$ cat src/design/ebm_pkg.sv
// shared constants and types for the bus master / io slave port
//
// Functional notes
// - hold request asserted until grant arrives
// - release request only on bus clock fall
// - two full bus clocks before re-requesting
// - at least one transfer per request
// - normal cycles first, burst after slave agrees
// - announce burst when slave accepts burst
// - page crossing forces one normal cycle
// - burst ends on count, disable, backoff
// - no-wait-state answer as io slave
// - start after address valid, one clock long
// - direction changes with start, held
// - io slave uses direction input
// - sample 32-bit acknowledge while mastering
// - irq needs global and per-source enable
// - edge mode drives high or low
// - level mode drives low or floats
// - reset disables drivers, clears registers
// - drivers off until enable set, except reads
// - io decode on address, enables, aen, mio
// - full address driven, top byte inverted
// - announce 16-bit downshift ability as master
// - memory indication asserted for memory cycles
// - ready low adds wait states
`default_nettype none
package ebm_pkg;
   // ==========================================
   // apb register map
   localparam logic [7:0] REG_CTRL     = 8'h00;
   localparam logic [7:0] REG_ADDR     = 8'h04;
   localparam logic [7:0] REG_COUNT    = 8'h08;
   localparam logic [7:0] REG_BACKOFF  = 8'h0C;
   localparam logic [7:0] REG_WDATA    = 8'h10;
   localparam logic [7:0] REG_RDATA    = 8'h14;
   localparam logic [7:0] REG_IRQ_PEND = 8'h18;
   localparam logic [7:0] REG_IRQ_EN   = 8'h1C;
   localparam logic [7:0] REG_STATUS   = 8'h20;
   // ==========================================
   // field positions
   localparam int CTL_HDE  = 0;
   localparam int CTL_GIE  = 1;
   localparam int CTL_LVL  = 2;
   localparam int CTL_DIRW = 3;
   localparam int CTL_GO   = 4;
   localparam int IRQ_DONE    = 0;
   localparam int IRQ_PREEMPT = 1;
   localparam int IRQ_W       = 2;
   localparam int BC_ENABLE   = 0;
   localparam int ST_BUSY    = 0;
   localparam int ST_OWN     = 1;
   localparam int ST_BURST   = 2;
   localparam int ST_PREEMPT = 3;
   localparam int ST_BCEN    = 4;
   localparam int ST_EX32    = 5;
   localparam int ST_RUN     = 6;
   // ==========================================
   // widths and counts
   localparam int COUNT_W   = 16;
   localparam int BACKOFF_W = 8;
   localparam logic [COUNT_W-1:0] BYTES_PER_WORD = 16'h0004;
   localparam logic [1:0]         GAP_BCLKS      = 2'h2;
   localparam logic [7:0]         PAGE_WORD_MASK = 8'hFF;
   // ==========================================
   // types
   typedef enum logic [2:0] {M_IDLE, M_REQ, M_ADDR, M_START, M_CMD, M_BURST, M_RELEASE, M_GAP} ebm_mst_t;
   typedef struct packed {
      logic        bclk;
      logic        mak_n;
      logic        exrdy;
      logic        ex32_n;
      logic        slburst_n;
      logic        aen;
      logic        start_n;
      logic        cmd_n;
      logic        mio;
      logic        wr;
      logic [9:2]  la;
      logic [3:0]  be_n;
      logic [31:0] d;
   } ebm_eisa_in_t;
   typedef struct packed {
      logic        mreq_n;
      logic        mreq_oe;
      logic        start_n;
      logic        msburst_n;
      logic        master16_n;
      logic        ctl_oe;
      logic        mio;
      logic        wr;
      logic [31:2] la;
      logic [3:0]  be_n;
      logic [31:0] d;
      logic        d_oe;
      logic        nows_n;
      logic        nows_oe;
      logic        irq;
      logic        irq_oe;
   } ebm_eisa_out_t;
endpackage : ebm_pkg
`default_nettype wire

$ cat src/design/ebm_eisa_port.sv
// eisa bus master and io slave port with apb register access
//
// Local design decisions: the APB slave port and the address map.
`default_nettype none
module ebm_eisa_port
   import ebm_pkg::*;
#(
   parameter logic [9:2] IO_BASE = 8'h30
)(
   input  wire logic          ref_clk_i,
   input  wire logic          resetn_i,
   input  wire logic          psel_i,
   input  wire logic          penable_i,
   input  wire logic          pwrite_i,
   input  wire logic [7:0]    paddr_i,
   input  wire logic [31:0]   pwdata_i,
   output var  logic [31:0]   prdata_o,
   output var  logic          pready_o,
   output var  logic          pslverr_o,
   input  wire ebm_eisa_in_t  eisa_i,
   output var  ebm_eisa_out_t eisa_o
);
   // ==========================================
   // state
   typedef struct packed {
      ebm_eisa_in_t          s1;
      ebm_eisa_in_t          s2;
      logic                  bclk_d;
      ebm_mst_t              mst;
      ebm_eisa_out_t         o;
      logic                  hde;
      logic                  gie;
      logic                  lvl;
      logic                  dirw;
      logic                  run;
      logic [31:2]           addr;
      logic [COUNT_W-1:0]    count;
      logic [BACKOFF_W-1:0]  backoff;
      logic [BACKOFF_W-1:0]  bo_cnt;
      logic [31:0]           wdata;
      logic [31:0]           rdata;
      logic [IRQ_W-1:0]      pend;
      logic [IRQ_W-1:0]      ien;
      logic [7:0]            bc;
      logic                  burst_ok;
      logic                  preempt;
      logic [1:0]            gap;
      logic                  ex32_seen;
      logic                  io_sel;
      logic                  io_cmd;
      logic                  io_wr;
      logic [7:0]            io_wdat;
      logic [31:0]           prdata;
      logic                  pready;
      logic                  pslverr;
   } ebm_state_t;

   ebm_state_t r;
   ebm_state_t next_r;

   // ==========================================
   // helpers
   function automatic logic [31:2] drive_la(input logic [31:2] a);
      drive_la = {~a[31:24], a[23:2]};
   endfunction

   function automatic logic page_end(input logic [31:2] a);
      page_end = (a[9:2] == PAGE_WORD_MASK);
   endfunction

   function automatic logic [COUNT_W-1:0] count_down(input logic [COUNT_W-1:0] c);
      count_down = (c > BYTES_PER_WORD) ? c - BYTES_PER_WORD : '0;
   endfunction

   // ==========================================
   // next state
   logic                 rise;
   logic                 fall;
   logic                 owned;
   logic                 apb_setup;
   logic                 apb_write;
   logic                 xfer;
   logic                 term;
   logic                 irq_req;
   logic [IRQ_W-1:0]     ev;
   logic [IRQ_W-1:0]     clr;
   logic [COUNT_W-1:0]   cnt_after;

   always_comb
   begin
      next_r    = r;
      ev        = '0;
      clr       = '0;
      xfer      = 1'b0;
      next_r.s1 = eisa_i;
      next_r.s2 = r.s1;
      next_r.bclk_d = r.s2.bclk;
      rise      = r.s2.bclk & ~r.bclk_d;
      fall      = ~r.s2.bclk & r.bclk_d;
      owned     = (r.mst == M_ADDR) || (r.mst == M_START) || (r.mst == M_CMD) || (r.mst == M_BURST);
      apb_setup = psel_i & ~penable_i;
      apb_write = psel_i & penable_i & r.pready & pwrite_i & ~r.pslverr;
      cnt_after = count_down(r.count);

      // apb slave, zero wait states
      if (apb_setup)
      begin
         next_r.pready  = 1'b1;
         next_r.pslverr = 1'b0;
         next_r.prdata  = '0;
         unique case (paddr_i)
            REG_CTRL:
            begin
               next_r.prdata[CTL_HDE]  = r.hde;
               next_r.prdata[CTL_GIE]  = r.gie;
               next_r.prdata[CTL_LVL]  = r.lvl;
               next_r.prdata[CTL_DIRW] = r.dirw;
            end
            REG_ADDR:     next_r.prdata = {r.addr, 2'h0};
            REG_COUNT:    next_r.prdata[COUNT_W-1:0] = r.count;
            REG_BACKOFF:  next_r.prdata[BACKOFF_W-1:0] = r.backoff;
            REG_WDATA:    next_r.prdata = r.wdata;
            REG_RDATA:    next_r.prdata = r.rdata;
            REG_IRQ_PEND: next_r.prdata[IRQ_W-1:0] = r.pend;
            REG_IRQ_EN:   next_r.prdata[IRQ_W-1:0] = r.ien;
            REG_STATUS:
            begin
               next_r.prdata[ST_BUSY]    = (r.mst != M_IDLE);
               next_r.prdata[ST_OWN]     = owned;
               next_r.prdata[ST_BURST]   = ~r.o.msburst_n;
               next_r.prdata[ST_PREEMPT] = r.preempt;
               next_r.prdata[ST_BCEN]    = r.bc[BC_ENABLE];
               next_r.prdata[ST_EX32]    = r.ex32_seen;
               next_r.prdata[ST_RUN]     = r.run;
            end
            default:      next_r.pslverr = 1'b1;
         endcase
      end
      else if (psel_i & penable_i & r.pready)
      begin
         next_r.pready  = 1'b0;
         next_r.pslverr = 1'b0;
      end

      if (apb_write)
      begin
         unique case (paddr_i)
            REG_CTRL:
            begin
               next_r.hde  = pwdata_i[CTL_HDE];
               next_r.gie  = pwdata_i[CTL_GIE];
               next_r.lvl  = pwdata_i[CTL_LVL];
               next_r.dirw = pwdata_i[CTL_DIRW];
               if (pwdata_i[CTL_GO])
                  next_r.run = 1'b1;
            end
            REG_ADDR:     next_r.addr = pwdata_i[31:2];
            REG_COUNT:    next_r.count = pwdata_i[COUNT_W-1:0];
            REG_BACKOFF:  next_r.backoff = pwdata_i[BACKOFF_W-1:0];
            REG_WDATA:    next_r.wdata = pwdata_i;
            REG_IRQ_PEND: clr = pwdata_i[IRQ_W-1:0];
            REG_IRQ_EN:   next_r.ien = pwdata_i[IRQ_W-1:0];
            default:      next_r.ien = r.ien;
         endcase
      end

      // preemption and backoff
      if (owned & r.s2.mak_n & ~r.preempt)
      begin
         next_r.preempt = 1'b1;
         next_r.bo_cnt  = r.backoff;
         ev[IRQ_PREEMPT] = 1'b1;
      end
      else if (r.preempt & rise & (r.bo_cnt != '0))
         next_r.bo_cnt = r.bo_cnt - 1'b1;

      // a data transfer completes on a ready rising edge
      if (rise & r.s2.exrdy & ((r.mst == M_CMD) | (r.mst == M_BURST)))
      begin
         xfer = 1'b1;
         next_r.addr  = r.addr + 1'b1;
         next_r.count = cnt_after;
         next_r.ex32_seen = ~r.s2.ex32_n;
         if (~r.dirw)
            next_r.rdata = r.s2.d;
      end
      term = (cnt_after == '0) | ~r.hde | (r.preempt & (r.bo_cnt == '0));

      // master sequencer
      unique case (r.mst)
         M_IDLE:
            if (fall & r.run & r.bc[BC_ENABLE])
            begin
               next_r.o.mreq_n = 1'b0;
               next_r.mst      = M_REQ;
            end
         M_REQ:
            if (rise & ~r.s2.mak_n)
            begin
               next_r.o.la         = drive_la(r.addr);
               next_r.o.be_n       = 4'h0;
               next_r.o.mio        = 1'b1;
               next_r.o.master16_n = 1'b0;
               next_r.o.ctl_oe     = 1'b1;
               next_r.mst          = M_ADDR;
            end
         M_ADDR:
            if (rise)
            begin
               next_r.o.start_n = 1'b0;
               next_r.o.wr      = r.dirw;
               next_r.o.d       = r.wdata;
               next_r.o.d_oe    = r.dirw;
               next_r.mst       = M_START;
            end
         M_START:
            if (rise)
            begin
               next_r.o.start_n = 1'b1;
               next_r.burst_ok  = ~r.s2.slburst_n;
               next_r.mst       = M_CMD;
            end
         M_CMD:
         begin
            if (fall)
               next_r.burst_ok = 1'b0;
            if (fall & r.burst_ok & r.s2.exrdy & ~page_end(r.addr) & ~term)
               next_r.o.msburst_n = 1'b0;
            else if (xfer)
            begin
               next_r.o.la = drive_la(next_r.addr);
               if (term)
               begin
                  next_r.o.msburst_n = 1'b1;
                  next_r.mst         = M_RELEASE;
               end
               else if (~r.o.msburst_n)
                  next_r.mst = M_BURST;
               else
                  next_r.mst = M_ADDR;
            end
         end
         M_BURST:
            if (xfer)
            begin
               next_r.o.la = drive_la(next_r.addr);
               if (term | page_end(r.addr))
               begin
                  next_r.o.msburst_n = 1'b1;
                  next_r.mst         = term ? M_RELEASE : M_ADDR;
               end
            end
         M_RELEASE:
            if (fall)
            begin
               next_r.o.mreq_n     = 1'b1;
               next_r.o.ctl_oe     = 1'b0;
               next_r.o.d_oe       = 1'b0;
               next_r.o.mio        = 1'b0;
               next_r.o.wr         = 1'b0;
               next_r.o.master16_n = 1'b1;
               next_r.preempt      = 1'b0;
               next_r.gap          = '0;
               if ((r.count == '0) | ~r.hde)
               begin
                  next_r.run   = 1'b0;
                  ev[IRQ_DONE] = 1'b1;
               end
               next_r.mst = M_GAP;
            end
         M_GAP:
            if (fall)
            begin
               if (r.gap == GAP_BCLKS - 2'h1)
               begin
                  if (r.run & r.bc[BC_ENABLE])
                  begin
                     next_r.o.mreq_n = 1'b0;
                     next_r.mst      = M_REQ;
                  end
                  else
                     next_r.mst = M_IDLE;
               end
               else
                  next_r.gap = r.gap + 2'h1;
            end
         default:
            next_r.mst = M_IDLE;
      endcase

      // io slave
      if (~owned)
      begin
         if (~r.io_sel)
         begin
            if (~r.s2.start_n & ~r.s2.aen & ~r.s2.mio & (r.s2.la == IO_BASE) & ~r.s2.be_n[0])
            begin
               next_r.io_sel    = 1'b1;
               next_r.io_cmd    = 1'b0;
               next_r.io_wr     = r.s2.wr;
               next_r.o.nows_n  = 1'b0;
               next_r.o.nows_oe = r.bc[BC_ENABLE];
            end
         end
         else if (~r.s2.cmd_n)
         begin
            next_r.io_cmd  = 1'b1;
            next_r.io_wdat = r.s2.d[7:0];
            if (~r.io_wr)
            begin
               next_r.o.d    = {24'h000000, r.bc};
               next_r.o.d_oe = 1'b1;
            end
         end
         else if (r.io_cmd)
         begin
            if (r.io_wr)
               next_r.bc = r.io_wdat;
            next_r.io_sel    = 1'b0;
            next_r.io_cmd    = 1'b0;
            next_r.o.nows_n  = 1'b1;
            next_r.o.nows_oe = 1'b0;
            next_r.o.d_oe    = 1'b0;
         end
      end

      // drivers follow the enable bit
      next_r.o.mreq_oe = r.bc[BC_ENABLE];
      if (~r.bc[BC_ENABLE])
      begin
         next_r.o.ctl_oe = 1'b0;
         if (~r.io_sel)
            next_r.o.d_oe = 1'b0;
      end

      // interrupt request
      next_r.pend = (r.pend & ~clr) | ev;
      irq_req = r.gie & |(r.pend & r.ien);
      if (r.lvl)
      begin
         next_r.o.irq    = 1'b0;
         next_r.o.irq_oe = irq_req & r.bc[BC_ENABLE];
      end
      else
      begin
         next_r.o.irq    = irq_req;
         next_r.o.irq_oe = r.bc[BC_ENABLE];
      end
   end

   // ==========================================
   // registers
   always_ff @(posedge ref_clk_i or negedge resetn_i)
   begin
      if (!resetn_i)
      begin
         r <= '0;
         r.o.mreq_n     <= 1'b1;
         r.o.start_n    <= 1'b1;
         r.o.msburst_n  <= 1'b1;
         r.o.master16_n <= 1'b1;
         r.o.nows_n     <= 1'b1;
      end
      else
         r <= next_r;
   end

   // ==========================================
   // outputs
   assign prdata_o  = r.prdata;
   assign pready_o  = r.pready;
   assign pslverr_o = r.pslverr;
   assign eisa_o    = r.o;
endmodule // ebm_eisa_port
`default_nettype wire

$ cat config.mk
export PLATFORM = sky130hd
export DESIGN_NAME = ebm_eisa_port
export DESIGN_NICKNAME = d
export VERILOG_FILES = /design/src/design/ebm_pkg.sv /design/src/design/ebm_eisa_port.sv
export SDC_FILE = /design/constraint.sdc
export NUM_CORES = 1
export LEC_CHECK = 0
export BUFFER_PORTS_ARGS = -buffer_cell sky130_fd_sc_hd__buf_2
export CORE_MARGIN = 2
export CORE_UTILIZATION = 35
export CTS_BUF_LIST = sky130_fd_sc_hd__clkbuf_2 sky130_fd_sc_hd__clkbuf_4 sky130_fd_sc_hd__clkbuf_8
export DETAILED_ROUTE_END_ITERATION = 8
export PLACE_DENSITY_LB_ADDON = 0.08
export SETUP_SLACK_MARGIN = 0.1
export SYNTH_ARGS = -nofsm -noshare
export SYNTH_HDL_FRONTEND = slang
export SYNTH_SLANG_ARGS = --single-unit
$ cat constraint.sdc
create_clock -name ref_clk_i -period 7.11 [get_ports ref_clk_i]
set_clock_uncertainty 0.1 [all_clocks]
set_input_delay 0 -clock ref_clk_i [delete_from_list [all_inputs] [get_ports ref_clk_i]]
set_output_delay 0 -clock ref_clk_i [all_outputs]
set_load 0.01 [all_outputs]
==> flow_summary.json, run 1 <==
{
  "status": "finished clean",
  "grt_pass1_wl_um": 77400,
  "fmax_mhz": 221,
  "drive_above_1_share": 0.274,
  "cts.root.buffer_cell": "clkbuf_8",
  "finalSetupViolations": 0,
  "yosys_warnings": 0,
  "synth_edf_count": 0,
  "synth_most_common_cell": "dfrtp_1",
  "hold_violations": 0,
  "cap_violations": 0,
  "coreArea_um2": 46700,
  "crit_path_end_kind": "flip-flop",
  "netlist_top_cells_count": "369 x dfrtp_1, 158 x nand2_1, 114 x buf_4, 99 x mux2_2, 90 x o21ai_0",
  "reg2reg_slack_ps": 2600,
  "peakVddDrop_uv": 120,
  "wirelength_um": 50200,
  "antenna_left": 0,
  "first_global_vias": 12700,
  "dr.pass1.iters": 6,
  "synth_mux_area_frac": 0.0780,
  "tightestPinTransition_ps": 1190,
  "setup_tns_ps": 0,
  "postCtsSetupBuffers": 0,
  "avgViaCountPerCell": 5.22,
  "cts_tree": "done",
  "rr_worst_depth": 9,
  "finalCritPeriodShare": 0.635,
  "grt_max_degree": 99,
  "htreeDepth": 3,
  "cp-startpoint": "r[273]$_DFFE_PN0P_",
  "holdWs_ps": 78.0,
  "yosysUniqueCellTypes": 91,
  "critPathRequiredTime_ps": 7580,
  "fin_total_pwr_mw": 4.57,
  "drt-initial-drc-count": 911,
  "endpoint": "eisa_o[55]$_DFFE_PN0P_",
  "die-width_um": 222,
  "grt_antenna_before_repair": 1,
  "cp.arrival_ps": 4980,
  "syn-instance-count": 1501,
  "dp_cells": 2135,
  "ctsResizeCount": 0,
  "ios": 212,
  "yosys.area_share.simple": 0.126,
  "place_hpwl_um": 33700,
  "rows": 79,
  "area_growth_pct": 22.4,
  "clk_pin_slew_ps": 60,
  "drc": 0,
  "initial_core_util": 0.356,
  "yosysSeqAreaShare": 0.564,
  "netlist_area_um2": 16600,
  "rsz0062_at_grt": "false",
  "yosys-top-cells-area": "dfrtp_1 56%, mux2_2 6.7%, buf_4 5.2%, nand2_1 3.6%, o21ai_0 2.7%",
  "p_per_area_nw_per_um2": 225,
  "holdBufCountCts": 147,
  "synthFlopType": "dfrtp_1",
  "synth_top_area_share": 0.556,
  "gp_congestion": 0.851,
  "clock_latency_ps": 640,
  "synthAdderAreaFrac": 0.00603,
  "p_leak_nw": 9.58,
  "vias": 12500,
  "r2r-start": "r[273]$_DFFE_PN0P_",
  "hp-class": "input pin to flip-flop",
  "fill_cells": 4477,
  "final_nets": 1853,
  "clock_sinks": 374,
  "path_max_fanout": 43,
  "final_cell_count_no_fill": 2404,
  "syn_avg_cell_area_um2": 11.1,
  "io_buffers": 204,
  "setup_slack_ps": 2600,
  "drv_slew": 0,
  "ys_ff_latch": 374,
  "synth_compound_area_frac": 0.144,
  "yosys.area.top_type": "dfrtp_1",
  "final.min_clock_period_ps": 4510,
  "critPathKind": "flip-flop to flip-flop",
  "groute.usage.overall": 0.205,
  "slew_headroom": 0.203,
  "yosys.area_share.xor_xnor": 0.000527,
  "gr-total-overflow": 0,
  "dpl_worst_slack_ps": 2610,
  "async_reset_ff_frac": 1.00,
  "die_y_um": 222,
  "wire_per_inst_um": 20.9,
  "start_kind": "flip-flop",
  "die_area_um2": 49200,
  "synth_top_family_by_area": "compound AO/OA/AOI/OAI gates",
  "r2r-end": "eisa_o[55]$_DFFE_PN0P_",
  "num_antenna_cells": 0,
  "cts_made_buffers": 69,
  "clockBufferDepth": 3
}
-- layout by cell type (no fill, tap or decap), types with 14 or more instances in the layout --
| cell type | count |
|---|---|
| nor3_1 | 42 |
| o21ai_0 | 90 |
| a31oi_1 | 15 |
| a21o_1 | 19 |
| buf_4 | 23 |
| a222oi_1 | 25 |
| mux2i_1 | 18 |
| nor2_1 | 71 |
| nor4_1 | 17 |
| clkbuf_4 | 16 |
| dlygate4sd3_1 | 146 |
| and3_1 | 21 |
| dfrtp_1 | 369 |
| nand2_1 | 157 |
| a211oi_1 | 14 |
| a21oi_1 | 82 |
| clkbuf_8 | 88 |
| nand3_1 | 24 |
| inv_1 | 22 |
| buf_2 | 203 |
| mux2_2 | 99 |
| a221o_1 | 24 |
-- cell type report --
cell class / instances / area [um^2] / share of cell area
clock buffer: 104 / 1330 / 0.0655
sequential: 374 / 9370 / 0.461
multi-input combinational: 904 / 5950 / 0.293
inverter: 23 / 86.3 / 0.00425
timing repair buffer: 374 / 2690 / 0.132
clock inverter: 18 / 143 / 0.00702
tap: 607 / 759 / 0.0374
-- logic make-up (layout without fill, tap and decap cells) --
kind of cell	after synthesis	count (layout)
compound gates	353	353
xor+xnor	1	1
flops	374	374
fa+ha+maj	8	8
buf+inv	226	519
mux	117	117
other cells	1	4
simple gates	421	421
-- per-stage QoR --
| stage | util | cell area [um^2] |
|---|---|---|
| finish | 0.436 | 20300 |
| global route | 0.436 | 20300 |
| CTS | 0.436 | 20300 |
| detailed placement | 0.372 | 17400 |
| global placement | 0.372 | 17400 |
| floorplan | - | 16600 |
-- sequential cells by signal, indices dropped and copies added, names as in the netlist --
signal and flops:
prdata_o 32, pslverr_o 1, next_r 53, r 212
pready_o 1, eisa_o 75
-- power breakdown --
| group | leakage (nW) | switching, mW | total [mW] | internal (mW) |
|---|---|---|---|---|
| sequential | 4.83 | 0.0215 | 2.19 | 2.17 |
| clock | 0.781 | 0.940 | 2.18 | 1.24 |
| combinational | 3.97 | 0.106 | 0.197 | 0.0914 |
-- routing by layer --
metal  track usage  wire length, um  vias up
met2         0.311            22400      335
li1              -                -     5847
met3        0.0453             2710       88
met1         0.291            23800     6268
met5             0                0        -
met4        0.0660             1300        0
-- how the worst min path moves through the flow --
stage                       startpoint                     to  slack (ps)  cells past startpoint
after global placement        resetn_i  next_r[324]$_DFF_PN0_           2                      1
after global routing      pwdata_i[19]     r[113]$_DFFE_PN0P_          40                      3
final                     pwdata_i[26]     r[120]$_DFFE_PN0P_          80                      3
after CTS                 pwdata_i[19]     r[113]$_DFFE_PN0P_          30                      3
after detailed placement      resetn_i  next_r[324]$_DFF_PN0_           2                      1
after floorplan               resetn_i    eisa_o[0]$_DFF_PN0_        -400                      0
-- critical path, cell delays in order, from the launching register on --
cell      delay (ps)
dfrtp_1          650
clkinv_1         340
ha_1             290
buf_4            250
inv_1            560
nor2_1           160
or4_1            530
buf_4            300
nor2_1           950
a221o_1          290
No activity file was read; power rests on OpenSTA's default activity.
==> inputs of run 2 (changes only) <==
==> constraint.sdc (replaced) <==
create_clock -name ref_clk_i -period 3.9 [get_ports ref_clk_i]
set_clock_uncertainty 0.1 [all_clocks]
set_input_delay 0 -clock ref_clk_i [delete_from_list [all_inputs] [get_ports ref_clk_i]]
set_output_delay 0 -clock ref_clk_i [all_outputs]
set_load 0.01 [all_outputs]
==> run 2 against run 1 <==
  * Wire length grew 1.1%
  * Die area is the same
  * Final area grew 0.73%
  * Critical endpoint is now r[183]$_DFF_PN0_
  * Highest routed layer unchanged
  * Flip-flop and latch count is the same
  * Utilization grew 0.32 points
  * Count of clock-buffer cells in the layout grew 5
  * Worst setup slack lost 2100 ps
  * Worst hold slack lost 12 ps
  * Final cell count grew 0.67%
==> flow_summary.json, run 2 (synthesis results as in run 1) <==
{
  "drc": 0,
  "r2r-start": "r[166]$_DFF_PN0_",
  "top_register": "r",
  "critPathRequiredTime_ps": 4380,
  "rr_worst_depth": 6,
  "die-width_um": 222,
  "first_global_vias": 12800,
  "setup_tns_ps": 0,
  "wire_per_inst_um": 21.0,
  "start_kind": "flip-flop",
  "io_buffers": 204,
  "drt-initial-drc-count": 1014,
  "place_hpwl_um": 34400,
  "dp_cells": 2149,
  "p_leak_nw": 9.66,
  "final.min_clock_period_ps": 3360,
  "layout_commonest_cell": "dfrtp_1",
  "hold_depth": 3,
  "coreArea_um2": 46700,
  "clockBufferDepth": 3,
  "initial_core_util": 0.356,
  "wirelength_um": 50800,
  "clk_pin_slew_ps": 60,
  "crit_path_end_kind": "flip-flop",
  "die_area_um2": 49200,
  "slew_headroom": 0.453,
  "tightestPinTransition_ps": 815,
  "hp-class": "input pin to flip-flop",
  "finalCritPeriodShare": 0.861,
  "final_nets": 1867,
  "antenna_left": 0,
  "peakVddDrop_uv": 255,
  "groute.usage.overall": 0.208,
  "postCtsSetupBuffers": 0,
  "dr.pass1.iters": 8,
  "ios": 212,
  "gr-total-overflow": 0,
  "cts_tree": "done",
  "gp_congestion": 0.861,
  "fmax_mhz": 298,
  "cp-startpoint": "r[166]$_DFF_PN0_",
  "reg2reg_slack_ps": 540,
  "status": "finished clean",
  "num_antenna_cells": 0,
  "clock_latency_ps": 660,
  "final_cell_mix": "369 x dfrtp_1, 203 x buf_2, 157 x nand2_1, 147 x dlygate4sd3_1, 99 x mux2_2",
  "r2r-end": "r[183]$_DFF_PN0_",
  "hold_start": "pwdata_i[26]",
  "grt_antenna_before_repair": 2,
  "path_max_fanout": 12,
  "htreeDepth": 3,
  "final_cell_count_no_fill": 2420,
  "grt_max_degree": 99,
  "grt_pass1_wl_um": 78400,
  "cts.root.buffer_cell": "clkbuf_8",
  "rows": 79,
  "area_growth_pct": 23.3,
  "finalSetupViolations": 0,
  "hold_violations": 0,
  "largest_register_ffs": 212,
  "die_y_um": 222,
  "p_per_area_nw_per_um2": 404,
  "cts_made_buffers": 68,
  "cp.arrival_ps": 3830,
  "vias": 12700,
  "critPathKind": "flip-flop to flip-flop",
  "clock_sinks": 374,
  "drv_slew": 0,
  "holdBufCountCts": 148,
  "rsz0062_at_grt": "false",
  "ctsResizeCount": 0,
  "cap_violations": 0,
  "drive_above_1_share": 0.280,
  "avgViaCountPerCell": 5.24,
  "min_to": "r[120]$_DFFE_PN0P_"
}
-- run 2: cell types whose count changed in the layout (fill, tap and decap cells not counted), sizes merged --
cell and delta:
buf +14, clkbuf +5, clkinv -1, dlygate4sd3 +1, bufinv -1, clkinvlp -2
-- run 2: metrics by stage --
step / util / instance area [um^2] / power (mW) / setup WS, ps / hold WS, ps
CTS: 0.439 / 20500 / 8.41 / 616 / 25.0
global placement: 0.376 / 17500 / 4.31 / 716 / -26.8
floorplan: - / 16600 / 4.12 / 1110 / -396
detailed placement: 0.376 / 17500 / 4.32 / 725 / -18.6
global route: 0.439 / 20500 / 8.64 / 477 / 63.4
finish: 0.439 / 20500 / 8.27 / 542 / 66.0
-- run 2: power breakdown --
part | switching (mW) | leakage [nW] | total, mW | internal [mW]
registers | 0.0369 | 4.83 | 3.99 | 3.96
clock network | 1.71 | 0.777 | 3.91 | 2.20
logic | 0.195 | 4.06 | 0.366 | 0.171
-- run 2: worst max path at each step --
stage	end	slack, ps	cells after the start
6_report	r[183]$_DFF_PN0_	540	6
5_1_grt	r[183]$_DFF_PN0_	480	6
4_1_cts	r[183]$_DFF_PN0_	620	6
3_5_place_dp	r[148]$_DFFE_PN0P_	720	7
3_3_place_gp	r[148]$_DFFE_PN0P_	720	7
2_1_floorplan	r[273]$_DFFE_PN0P_	1110	10
-- run 2: critical path, cell delays in order, from the launching register on --
cell and delay (ps):
dfrtp_1 620, nand4_1 280, or4_1 770, or4_1 690, a2bb2oi_1 190, dlygate4sd3_1 580, nand2_1 60
-- run 2: final cells by class --
cell class | count | area, um^2
fill | 4487 | 26200
tap | 607 | 759
timing repair buffer | 389 | 2870
multi-input combinational | 904 | 5950
sequential | 374 | 9370
inverter | 23 | 86.3
clock inverter | 14 | 101
clock buffer | 109 | 1340
-- run 2: metal layers --
metal / global-route usage / part of all wire / vias to the layer above
met4: 0.0876 / 0.032 / 0
met3: 0.0413 / 0.053 / 94
li1: - / - / 5874
met1: 0.291 / 0.47 / 6351
met5: 0 / 0 / -
met2: 0.313 / 0.44 / 364
